--- src/common/ispm_pkg.sv ---
// constants, types and register map of the idle/sleep power-mode controller
// Contract
// - Idle stops the CPU, system clock keeps running
// - Idle entry clears the watchdog_timer count
// - Idle keeps peripherals clocked unless stop-in-idle set
// - Idle keeps low_power_rc_oscillator on for watchdog or monitor
// - Idle exits on enabled interrupt, reset, watchdog time-out
// - Idle wake restarts CPU at once, no delay
// - Interrupt wake vectors if global enable, else continues
// - Interrupt wake from Idle sets power_down_flag
// - Non power-on resets wake CPU from Idle
// - Watchdog time-out wakes, continues, sets timeout_flag
// - Two Sleep variants: ordinary and Retention Sleep
// - Sleep shuts down the system clock oscillator
// - Fail-safe clock monitor inactive during Sleep
// - Sleep keeps low_power_rc_oscillator on if watchdog enabled
// - Brown-out circuit stays on in Sleep if enabled
// - Enabled watchdog cleared just before Sleep entry
// - Sleep disables all system-clocked peripherals
// - Sleep exits on enabled interrupt, reset, watchdog time-out
`default_nettype none
package ispm_pkg;
   localparam int ADDR_W = 8;
   localparam int PERIPH_N = 8;
   localparam int INT_N = 3;
   // register byte offsets
   localparam logic [ADDR_W-1:0] OFF_CTRL = 8'h00;
   localparam logic [ADDR_W-1:0] OFF_PIE = 8'h04;
   localparam logic [ADDR_W-1:0] OFF_RESET_CONTROL_REGISTER = 8'h08;
   localparam logic [ADDR_W-1:0] OFF_STATE = 8'h0C;
   localparam logic [ADDR_W-1:0] OFF_INT_STAT = 8'h10;
   localparam logic [ADDR_W-1:0] OFF_INT_EN = 8'h14;
   localparam logic [ADDR_W-1:0] OFF_INT_CLR = 8'h18;
   // control register fields
   localparam int CTRL_SLEEP_SEL = 0;
   localparam int CTRL_RETAIN = 1;
   localparam int CTRL_WDT_EN = 2;
   localparam int CTRL_FAIL_SAFE_CLOCK_MONITOR_EN = 3;
   localparam int CTRL_BOR_EN = 4;
   localparam int CTRL_STOP_LSB = 8;
   localparam int CTRL_W = 16;
   localparam logic [CTRL_W-1:0] CTRL_RESET = 16'h0000;
   // reset_control_register flag positions
   localparam int RESET_CONTROL_REGISTER_PD = 2;
   localparam int RESET_CONTROL_REGISTER_TO = 3;
   // state readback and interrupt bits
   localparam int STATE_MODE = 2;
   localparam int INT_IDLE = 0;
   localparam int INT_SLEEP = 1;
   localparam int INT_WAKE = 2;
   localparam logic [1:0] RESP_OKAY = 2'h0;
   localparam logic [1:0] RESP_DECERR = 2'h3;

   typedef enum logic [1:0] {
      ST_RUN = 2'b00,
      ST_IDLE = 2'b01,
      ST_SLEEP = 2'b10
   } ispm_state_e;

   typedef struct packed {
      logic awvalid;
      logic [ADDR_W-1:0] awaddr;
      logic wvalid;
      logic [31:0] wdata;
      logic [3:0] wstrb;
      logic bready;
      logic arvalid;
      logic [ADDR_W-1:0] araddr;
      logic rready;
   } ispm_axi_req_s;

   typedef struct packed {
      logic awready;
      logic wready;
      logic bvalid;
      logic [1:0] bresp;
      logic arready;
      logic rvalid;
      logic [31:0] rdata;
      logic [1:0] rresp;
   } ispm_axi_rsp_s;
endpackage
`default_nettype wire

--- src/design/ispm_ctrl.sv ---
// idle and sleep entry, wake-up, status flags and register slave
`default_nettype none
module ispm_ctrl
   import ispm_pkg::*;
(
   input wire logic clock,
   input wire logic resetn,
   input wire logic ce,
   input wire ispm_axi_req_s axi_req,
   output ispm_axi_rsp_s axi_rsp,
   input wire logic sleep_exec,
   input wire logic global_interrupt_enable,
   input wire logic [PERIPH_N-1:0] irq_pend,
   input wire logic reset_wake,
   input wire logic wdt_timeout,
   output logic cpu_clk_en,
   output logic sys_osc_en,
   output logic [PERIPH_N-1:0] periph_clk_en,
   output logic low_power_rc_oscillator_en,
   output logic fail_safe_clock_monitor_active,
   output logic bor_active,
   output logic retention_en,
   output logic wdt_clear,
   output logic vector_pulse,
   output logic resume_pulse,
   output logic irq
);
   ispm_state_e state_reg, state_next;
   logic [CTRL_W-1:0] ctrl_reg;
   logic [PERIPH_N-1:0] pie_reg;
   logic pd_reg, to_reg;
   logic mode_sleep_reg, mode_ret_reg;
   logic [INT_N-1:0] int_stat_reg, int_en_reg, int_ev;
   logic aw_have, w_have;
   logic [ADDR_W-1:0] aw_addr_q;
   logic [31:0] w_data_q;
   logic [3:0] w_strb_q;
   logic awready_reg, wready_reg, bvalid_reg, arready_reg, rvalid_reg;
   logic [1:0] bresp_reg, rresp_reg;
   logic [31:0] rdata_reg, rd_data, wmask;
   logic rd_hit, wr_hit, wr_fire;
   logic wdt_en, fail_safe_clock_monitor_en, bor_en;
   logic [PERIPH_N-1:0] stop_idle;
   logic wake_irq, wake_wdt, wake_any, asleep;
   logic enter_idle, enter_sleep, wake_go;
   // control field views
   assign wdt_en = ctrl_reg[CTRL_WDT_EN];
   assign fail_safe_clock_monitor_en = ctrl_reg[CTRL_FAIL_SAFE_CLOCK_MONITOR_EN];
   assign bor_en = ctrl_reg[CTRL_BOR_EN];
   assign stop_idle = ctrl_reg[CTRL_STOP_LSB +: PERIPH_N];
   // wake sources while the CPU is halted
   assign asleep = (state_reg != ST_RUN);
   assign wake_irq = |(irq_pend & pie_reg);
   assign wake_wdt = wdt_timeout & wdt_en;
   assign wake_any = wake_irq | reset_wake | wake_wdt;
   assign wake_go = asleep & wake_any;
   assign enter_idle = (state_reg == ST_RUN) & sleep_exec & ~ctrl_reg[CTRL_SLEEP_SEL];
   assign enter_sleep = (state_reg == ST_RUN) & sleep_exec & ctrl_reg[CTRL_SLEEP_SEL];
   // power-mode state machine
   always_comb
   begin
      state_next = state_reg;
      unique case (state_reg)
         ST_RUN:
         begin
            if (enter_sleep)
               state_next = ST_SLEEP;
            else if (enter_idle)
               state_next = ST_IDLE;
         end
         ST_IDLE, ST_SLEEP:
         begin
            if (wake_any)
               state_next = ST_RUN;
         end
         default:
            state_next = ST_RUN;
      endcase
   end
   always_ff @(posedge clock or negedge resetn)
   begin
      if (!resetn)
         state_reg <= ST_RUN;
      else if (ce)
         state_reg <= state_next;
   end
   // mode and variant caught when the instruction executes
   always_ff @(posedge clock or negedge resetn)
   begin
      if (!resetn)
      begin
         mode_sleep_reg <= 1'b0;
         mode_ret_reg <= 1'b0;
      end
      else if (ce && state_reg == ST_RUN && sleep_exec)
      begin
         mode_sleep_reg <= ctrl_reg[CTRL_SLEEP_SEL];
         mode_ret_reg <= ctrl_reg[CTRL_RETAIN];
      end
   end
   // clock and oscillator controls, one edge after the decision
   always_ff @(posedge clock or negedge resetn)
   begin
      if (!resetn)
      begin
         cpu_clk_en <= 1'b1;
         sys_osc_en <= 1'b1;
         low_power_rc_oscillator_en <= 1'b0;
         fail_safe_clock_monitor_active <= 1'b0;
         bor_active <= 1'b0;
         retention_en <= 1'b0;
      end
      else if (ce)
      begin
         cpu_clk_en <= (state_next == ST_RUN);
         sys_osc_en <= (state_next != ST_SLEEP);
         fail_safe_clock_monitor_active <= fail_safe_clock_monitor_en & (state_next != ST_SLEEP);
         bor_active <= bor_en;
         if (state_next == ST_SLEEP)
            low_power_rc_oscillator_en <= wdt_en;
         else
            low_power_rc_oscillator_en <= wdt_en | fail_safe_clock_monitor_en;
         retention_en <= (state_next == ST_SLEEP) &
            (enter_sleep ? ctrl_reg[CTRL_RETAIN] : mode_ret_reg);
      end
   end
   // per-peripheral clock gates
   genvar gi;
   generate
      for (gi = 0; gi < PERIPH_N; gi++)
      begin : g_periph
         always_ff @(posedge clock or negedge resetn)
         begin
            if (!resetn)
               periph_clk_en[gi] <= 1'b1;
            else if (ce)
            begin
               unique case (state_next)
                  ST_IDLE: periph_clk_en[gi] <= ~stop_idle[gi];
                  ST_SLEEP: periph_clk_en[gi] <= 1'b0;
                  default: periph_clk_en[gi] <= 1'b1;
               endcase
            end
         end
      end
   endgenerate
   // watchdog clear and resume pulses
   always_ff @(posedge clock or negedge resetn)
   begin
      if (!resetn)
      begin
         wdt_clear <= 1'b0;
         vector_pulse <= 1'b0;
         resume_pulse <= 1'b0;
      end
      else if (ce)
      begin
         wdt_clear <= enter_idle | (enter_sleep & wdt_en);
         vector_pulse <= wake_go & ~reset_wake & wake_irq & global_interrupt_enable;
         resume_pulse <= wake_go & ~reset_wake &
            (wake_wdt | wake_irq) & ~(wake_irq & global_interrupt_enable);
      end
   end
   // axi write channels: address and data taken in either order
   assign wr_fire = aw_have & w_have & ~bvalid_reg;
   // mapped words: aligned and no higher than the clear register
   assign wr_hit = (aw_addr_q <= OFF_INT_CLR) & (aw_addr_q[1:0] == OFF_CTRL[1:0]);
   assign wmask = {{8{w_strb_q[3]}}, {8{w_strb_q[2]}}, {8{w_strb_q[1]}}, {8{w_strb_q[0]}}};
   always_ff @(posedge clock or negedge resetn)
   begin
      if (!resetn)
      begin
         aw_have <= 1'b0;
         w_have <= 1'b0;
         aw_addr_q <= '0;
         w_data_q <= '0;
         w_strb_q <= '0;
         awready_reg <= 1'b1;
         wready_reg <= 1'b1;
         bvalid_reg <= 1'b0;
         bresp_reg <= RESP_OKAY;
      end
      else if (ce)
      begin
         if (axi_req.awvalid && awready_reg)
         begin
            aw_have <= 1'b1;
            aw_addr_q <= axi_req.awaddr;
            awready_reg <= 1'b0;
         end
         if (axi_req.wvalid && wready_reg)
         begin
            w_have <= 1'b1;
            w_data_q <= axi_req.wdata;
            w_strb_q <= axi_req.wstrb;
            wready_reg <= 1'b0;
         end
         if (wr_fire)
         begin
            aw_have <= 1'b0;
            w_have <= 1'b0;
            bvalid_reg <= 1'b1;
            bresp_reg <= wr_hit ? RESP_OKAY : RESP_DECERR;
         end
         if (bvalid_reg && axi_req.bready)
         begin
            bvalid_reg <= 1'b0;
            awready_reg <= 1'b1;
            wready_reg <= 1'b1;
         end
      end
   end
   // software control registers
   always_ff @(posedge clock or negedge resetn)
   begin
      if (!resetn)
      begin
         ctrl_reg <= CTRL_RESET;
         pie_reg <= '0;
         int_en_reg <= '0;
      end
      else if (ce && wr_fire)
      begin
         if (aw_addr_q == OFF_CTRL)
            ctrl_reg <= (ctrl_reg & ~wmask[CTRL_W-1:0]) | (w_data_q[CTRL_W-1:0] &
               wmask[CTRL_W-1:0]);
         if (aw_addr_q == OFF_PIE && w_strb_q[0])
            pie_reg <= w_data_q[PERIPH_N-1:0];
         if (aw_addr_q == OFF_INT_EN && w_strb_q[0])
            int_en_reg <= w_data_q[INT_N-1:0];
      end
   end
   // power_down and timeout flags: a wake set beats a software clear
   always_ff @(posedge clock or negedge resetn)
   begin
      if (!resetn)
      begin
         pd_reg <= 1'b0;
         to_reg <= 1'b0;
      end
      else if (ce)
      begin
         if (wake_go && wake_irq)
            pd_reg <= 1'b1;
         else if (wr_fire && aw_addr_q == OFF_RESET_CONTROL_REGISTER && w_strb_q[0] && w_data_q[RESET_CONTROL_REGISTER_PD])
            pd_reg <= 1'b0;
         if (wake_go && wake_wdt)
            to_reg <= 1'b1;
         else if (wr_fire && aw_addr_q == OFF_RESET_CONTROL_REGISTER && w_strb_q[0] && w_data_q[RESET_CONTROL_REGISTER_TO])
            to_reg <= 1'b0;
      end
   end
   // sticky event status, clear register, level interrupt
   assign int_ev[INT_IDLE] = enter_idle;
   assign int_ev[INT_SLEEP] = enter_sleep;
   assign int_ev[INT_WAKE] = wake_go;
   always_ff @(posedge clock or negedge resetn)
   begin
      if (!resetn)
      begin
         int_stat_reg <= '0;
         irq <= 1'b0;
      end
      else if (ce)
      begin
         if (wr_fire && aw_addr_q == OFF_INT_CLR && w_strb_q[0])
            int_stat_reg <= (int_stat_reg & ~w_data_q[INT_N-1:0]) | int_ev;
         else
            int_stat_reg <= int_stat_reg | int_ev;
         irq <= |(int_stat_reg & int_en_reg);
      end
   end
   // read data multiplexer
   always_comb
   begin
      rd_data = '0;
      rd_hit = 1'b1;
      unique case (axi_req.araddr)
         OFF_CTRL: rd_data[CTRL_W-1:0] = ctrl_reg;
         OFF_PIE: rd_data[PERIPH_N-1:0] = pie_reg;
         OFF_RESET_CONTROL_REGISTER:
         begin
            rd_data[RESET_CONTROL_REGISTER_PD] = pd_reg;
            rd_data[RESET_CONTROL_REGISTER_TO] = to_reg;
         end
         OFF_STATE:
         begin
            rd_data[1:0] = state_reg;
            rd_data[STATE_MODE] = mode_sleep_reg;
         end
         OFF_INT_STAT: rd_data[INT_N-1:0] = int_stat_reg;
         OFF_INT_EN: rd_data[INT_N-1:0] = int_en_reg;
         OFF_INT_CLR: rd_data = '0;
         default: rd_hit = 1'b0;
      endcase
   end
   // axi read channel
   always_ff @(posedge clock or negedge resetn)
   begin
      if (!resetn)
      begin
         arready_reg <= 1'b1;
         rvalid_reg <= 1'b0;
         rdata_reg <= '0;
         rresp_reg <= RESP_OKAY;
      end
      else if (ce)
      begin
         if (axi_req.arvalid && arready_reg)
         begin
            arready_reg <= 1'b0;
            rvalid_reg <= 1'b1;
            rdata_reg <= rd_data;
            rresp_reg <= rd_hit ? RESP_OKAY : RESP_DECERR;
         end
         else if (rvalid_reg && axi_req.rready)
         begin
            rvalid_reg <= 1'b0;
            arready_reg <= 1'b1;
         end
      end
   end
   // bus answer, straight from flops
   assign axi_rsp.awready = awready_reg;
   assign axi_rsp.wready = wready_reg;
   assign axi_rsp.bvalid = bvalid_reg;
   assign axi_rsp.bresp = bresp_reg;
   assign axi_rsp.arready = arready_reg;
   assign axi_rsp.rvalid = rvalid_reg;
   assign axi_rsp.rdata = rdata_reg;
   assign axi_rsp.rresp = rresp_reg;
endmodule
`default_nettype wire

--- config.mk ---
export PLATFORM = sky130hd
export DESIGN_NAME = ispm_ctrl
export DESIGN_NICKNAME = d
export VERILOG_FILES = /design/src/common/ispm_pkg.sv /design/src/design/ispm_ctrl.sv
export SDC_FILE = /design/constraint.sdc
export NUM_CORES = 1
export LEC_CHECK = 0
export ABC_AREA = 1
export BUFFER_PORTS_ARGS = -buffer_cell sky130_fd_sc_hd__buf_2
export CAP_MARGIN = 20
export CORE_AREA = 10 10 139 141
export CTS_CLUSTER_DIAMETER = 80
export DETAILED_ROUTE_END_ITERATION = 7
export DIE_AREA = 0 0 149 151
export GPL_TIMING_DRIVEN = 0
export PLACE_DENSITY = 0.57
export SETUP_SLACK_MARGIN = 0.5
export SLEW_MARGIN = 5
export SYNTH_ARGS = -nofsm -noshare
export SYNTH_HDL_FRONTEND = slang
export SYNTH_SLANG_ARGS = --single-unit
--- constraint.sdc ---
create_clock -name clock -period 2.1 [get_ports clock]
set_input_delay 0.315 -clock clock [delete_from_list [all_inputs] [get_ports clock]]
set_output_delay 0.315 -clock clock [all_outputs]
set_load 0.03 [all_outputs]
==> flow_summary.ini <==
[cells_and_area]
nNetsFinal = 776
fin_area_um2 = 6300
fill_cells = 1729
drive_above_1_share = 0.313
area_growth_pct = 29.1

[run]
drv_cap = 0

[pwr]
leakage_nw = 3.21
ir_worst_vdd_mv = 0.573
p_per_area_nw_per_um2 = 1060
fin_total_pwr_mw = 6.68

[drt]
drt_iter0_drc = 219
drc = 0
detail-route-antenna-nets = 0
firstDrtPassIters = 4
wirelength_um = 13900
vias_per_cell = 4.33
wire_per_inst_um = 15.0
vias = 4018

[worst_setup_path]
rr_startpoint = state_reg[1]$_DFFE_PN0P_
critPathSlowestCell = dfrtp_1
regToRegSetupSlack_ns = 0.39
worstSetupPathType = flip-flop to flip-flop
crit_buf_inv = 3
required_ns = 2.35
cp-start-kind = flip-flop
max_stage_delay_ns = 0.40
path_max_fanout = 9
reg2reg_depth = 12
arrival_ns = 1.95
endpoint_kind = flip-flop
path_cells = inv_2 > ha_4 > inv_2 > or2_4 > o21ai_2 > inv_1 > nand2_2 > nand2_4 > nor2_4 > nor2_8 > nand2_4 > nand2_1
crit_family = simple AND/OR/NAND/NOR gates
r2r-end = fail_safe_clock_monitor_active$_DFFE_PN0P_

[timing]
rsz0062_at_grt = yes
period_share = 0.812
fin_setup_tns_ns = 0
slew_violations = 0
relSlewSlack = 0.629
skew_ns = 0.00624
worst_slack_ns = 0.394
finalSetupViolCount = 0
fin_crit_ns = 1.71
tightestPinTransition_ns = 0.551
hold_violations = 0
fmax_mhz = 586

[grt]
antenna_found_initial = 0
track_usage = 0.126
grt_pass1_wl_um = 22000
overflow = 0
grt_pass1_vias = 4101
grt_start_max_net_pins = 78

[cts]
clk_path_buf_depth = 2
cts_root_buffer = clkbuf_16
clk_latency_ns = 0.36
clk_pin_slew_ns = 0.07
cts_made_buffers = 9
numClockSinks = 105
cts_tree = done
cts_max_level = 3

[status]
outcome = completed

[place]
port_buffers = 96
gp_congestion = 0.825
placed_area_um2 = 5740
dp_hpwl_um = 10600
dpl_worst_slack_ns = 0.290

[logic_synthesis]
synth_edf_count = 0
synth_ff_type = dfrtp_1
syn-cell-area_um2 = 4880
synth_warnings = 0
synth-seq-area-share = 0.542
ys_types = 42
synthCells = 559
async_flop_share = 1.00
synth_seq_cells = 105
syn_avg_cell_area_um2 = 8.73

[worst_hold_path]
min_path_type = input pin to flip-flop
whs_endpoint = aw_addr_q[6]$_DFFE_PN0P_
hold_start = axi_req[54]
timing.hold.worst_path_depth = 3

[die]
io_pins = 131
rows = 47
die-area_um2 = 22500
die_h_um = 151
start_util = 0.296
die_w_um = 149
core_area_um2 = 16500
==> per-layer routing <==
layer / up-vias / routed length [um] / track usage
li1: 2051 / - / -
met1: 1873 / 6410 / 0.162
met2: 81 / 6450 / 0.198
met3: 13 / 878 / 0.0445
met4: 0 / 159 / 0.0343
met5: - / 0 / 0
==> Yosys cell counts, types with 4 or more instances <==
| cell type | number | area [um^2] |
|---|---|---|
| dfrtp_1 | 92 | 2300 |
| nand2_2 | 4 | 25.0 |
| a21oi_1 | 8 | 40.0 |
| o21ai_0 | 62 | 310 |
| nand2_1 | 195 | 732 |
| mux2_4 | 4 | 60.1 |
| nand3_1 | 23 | 115 |
| dfstp_2 | 13 | 342 |
| nor2_4 | 4 | 45.0 |
| inv_1 | 51 | 191 |
| buf_4 | 24 | 180 |
| clkbuf_1 | 9 | 33.8 |
| nor2_1 | 16 | 60.1 |
| nor3_1 | 5 | 25.0 |
| a2bb2oi_1 | 6 | 52.6 |
==> report_power, final <==
part           internal (mW)  switching (mW)
sequential              2.55           0.305
combinational          0.786            1.35
clock                  0.950           0.740
==> timing repair <==
| action | CTS | global route |
|---|---|---|
| gates resized for setup | 9 | 30 |
| hold endpoints to repair | 26 | 0 |
| buffers inserted | 12 | 7 |
| setup endpoints to repair | 41 | 67 |
| pin swaps | 18 | 8 |
| hold buffers | 1 | 0 |
==> cells in the final DEF (no fill, tap or decap), drive strengths merged <==
master	count
a21oi	9
a2bb2oi	6
a31o	1
a31oi	2
and3b	1
buf	145
bufinv	1
clkbuf	21
clkinv	1
clkinvlp	1
conb	16
dfrtp	92
dfstp	13
diode	1
dlygate4sd3	1
ha	2
inv	53
mux2	5
mux2i	1
nand2	201
nand3	26
nand3b	2
nand4	3
nor2	23
nor3	5
nor4	1
o21a	1
o21ai	65
o221ai	1
o22ai	3
o2bb2ai	1
o31ai	2
or2	1
==> area by class of cell <==
type | instances | area (um^2) | area share
Multi-Input combinational cell | 378 | 1940 | 0.308
Buffer | 38 | 267 | 0.0423
Clock inverter | 3 | 42.5 | 0.00675
Inverter | 53 | 199 | 0.0316
Sequential cell | 105 | 2640 | 0.420
Clock buffer | 12 | 246 | 0.0391
Timing Repair Buffer | 117 | 683 | 0.108
Tap cell | 220 | 275 | 0.0437
Antenna cell | 1 | 2.50 | 0.000397
==> tightest hold or removal path, delay by kind of cell <==
| kind | cells | cell delay [ns] |
|---|---|---|
| and+or+nand+nor | 2 | 0.09 |
| buffers and inverters | 1 | 0.07 |
==> metrics by stage <==
stage | utilization | hold slack, ns | instances
2_1_floorplan | - | 0.0194 | 574
3_3_place_gp | 0.346 | 0.453 | 890
3_5_place_dp | 0.348 | 0.211 | 891
4_1_cts | 0.373 | 0.138 | 919
5_1_grt | 0.382 | 0.154 | 926
6_report | 0.383 | 0.153 | 927
==> how the worst max path moves through the flow <==
| stage | from | to | slack, ns | depth (start not counted) |
|---|---|---|---|---|
| after floorplan | state_reg[1]$_DFFE_PN0P_ | low_power_rc_oscillator_en$_DFFE_PN0P_ | 0.50 | 12 |
| after global placement | resetn | rdata_reg[12]$_DFFE_PN0P_ | -0.54 | 1 |
| after detailed placement | axi_req[1] | rdata_reg[1]$_DFFE_PN0P_ | 0.29 | 8 |
| after CTS | state_reg[0]$_DFFE_PN0P_ | periph_clk_en[4]$_DFFE_PN1P_ | 0.41 | 10 |
| after global routing | state_reg[1]$_DFFE_PN0P_ | retention_en$_DFFE_PN0P_ | 0.27 | 12 |
| final | state_reg[1]$_DFFE_PN0P_ | fail_safe_clock_monitor_active$_DFFE_PN0P_ | 0.39 | 12 |
==> cell families after synthesis <==
logic type / after synthesis / share of synthesized area
other: 1 / 0.000768
and+or+nand+nor: 263 / 0.237
muxes: 6 / 0.0167
DFF: 105 / 0.542
adders and majority gates: 2 / 0.00513
buffers and inverters: 91 / 0.0923
AOI/OAI and AO/OA: 91 / 0.107
(Power assumes the default switching activity.)
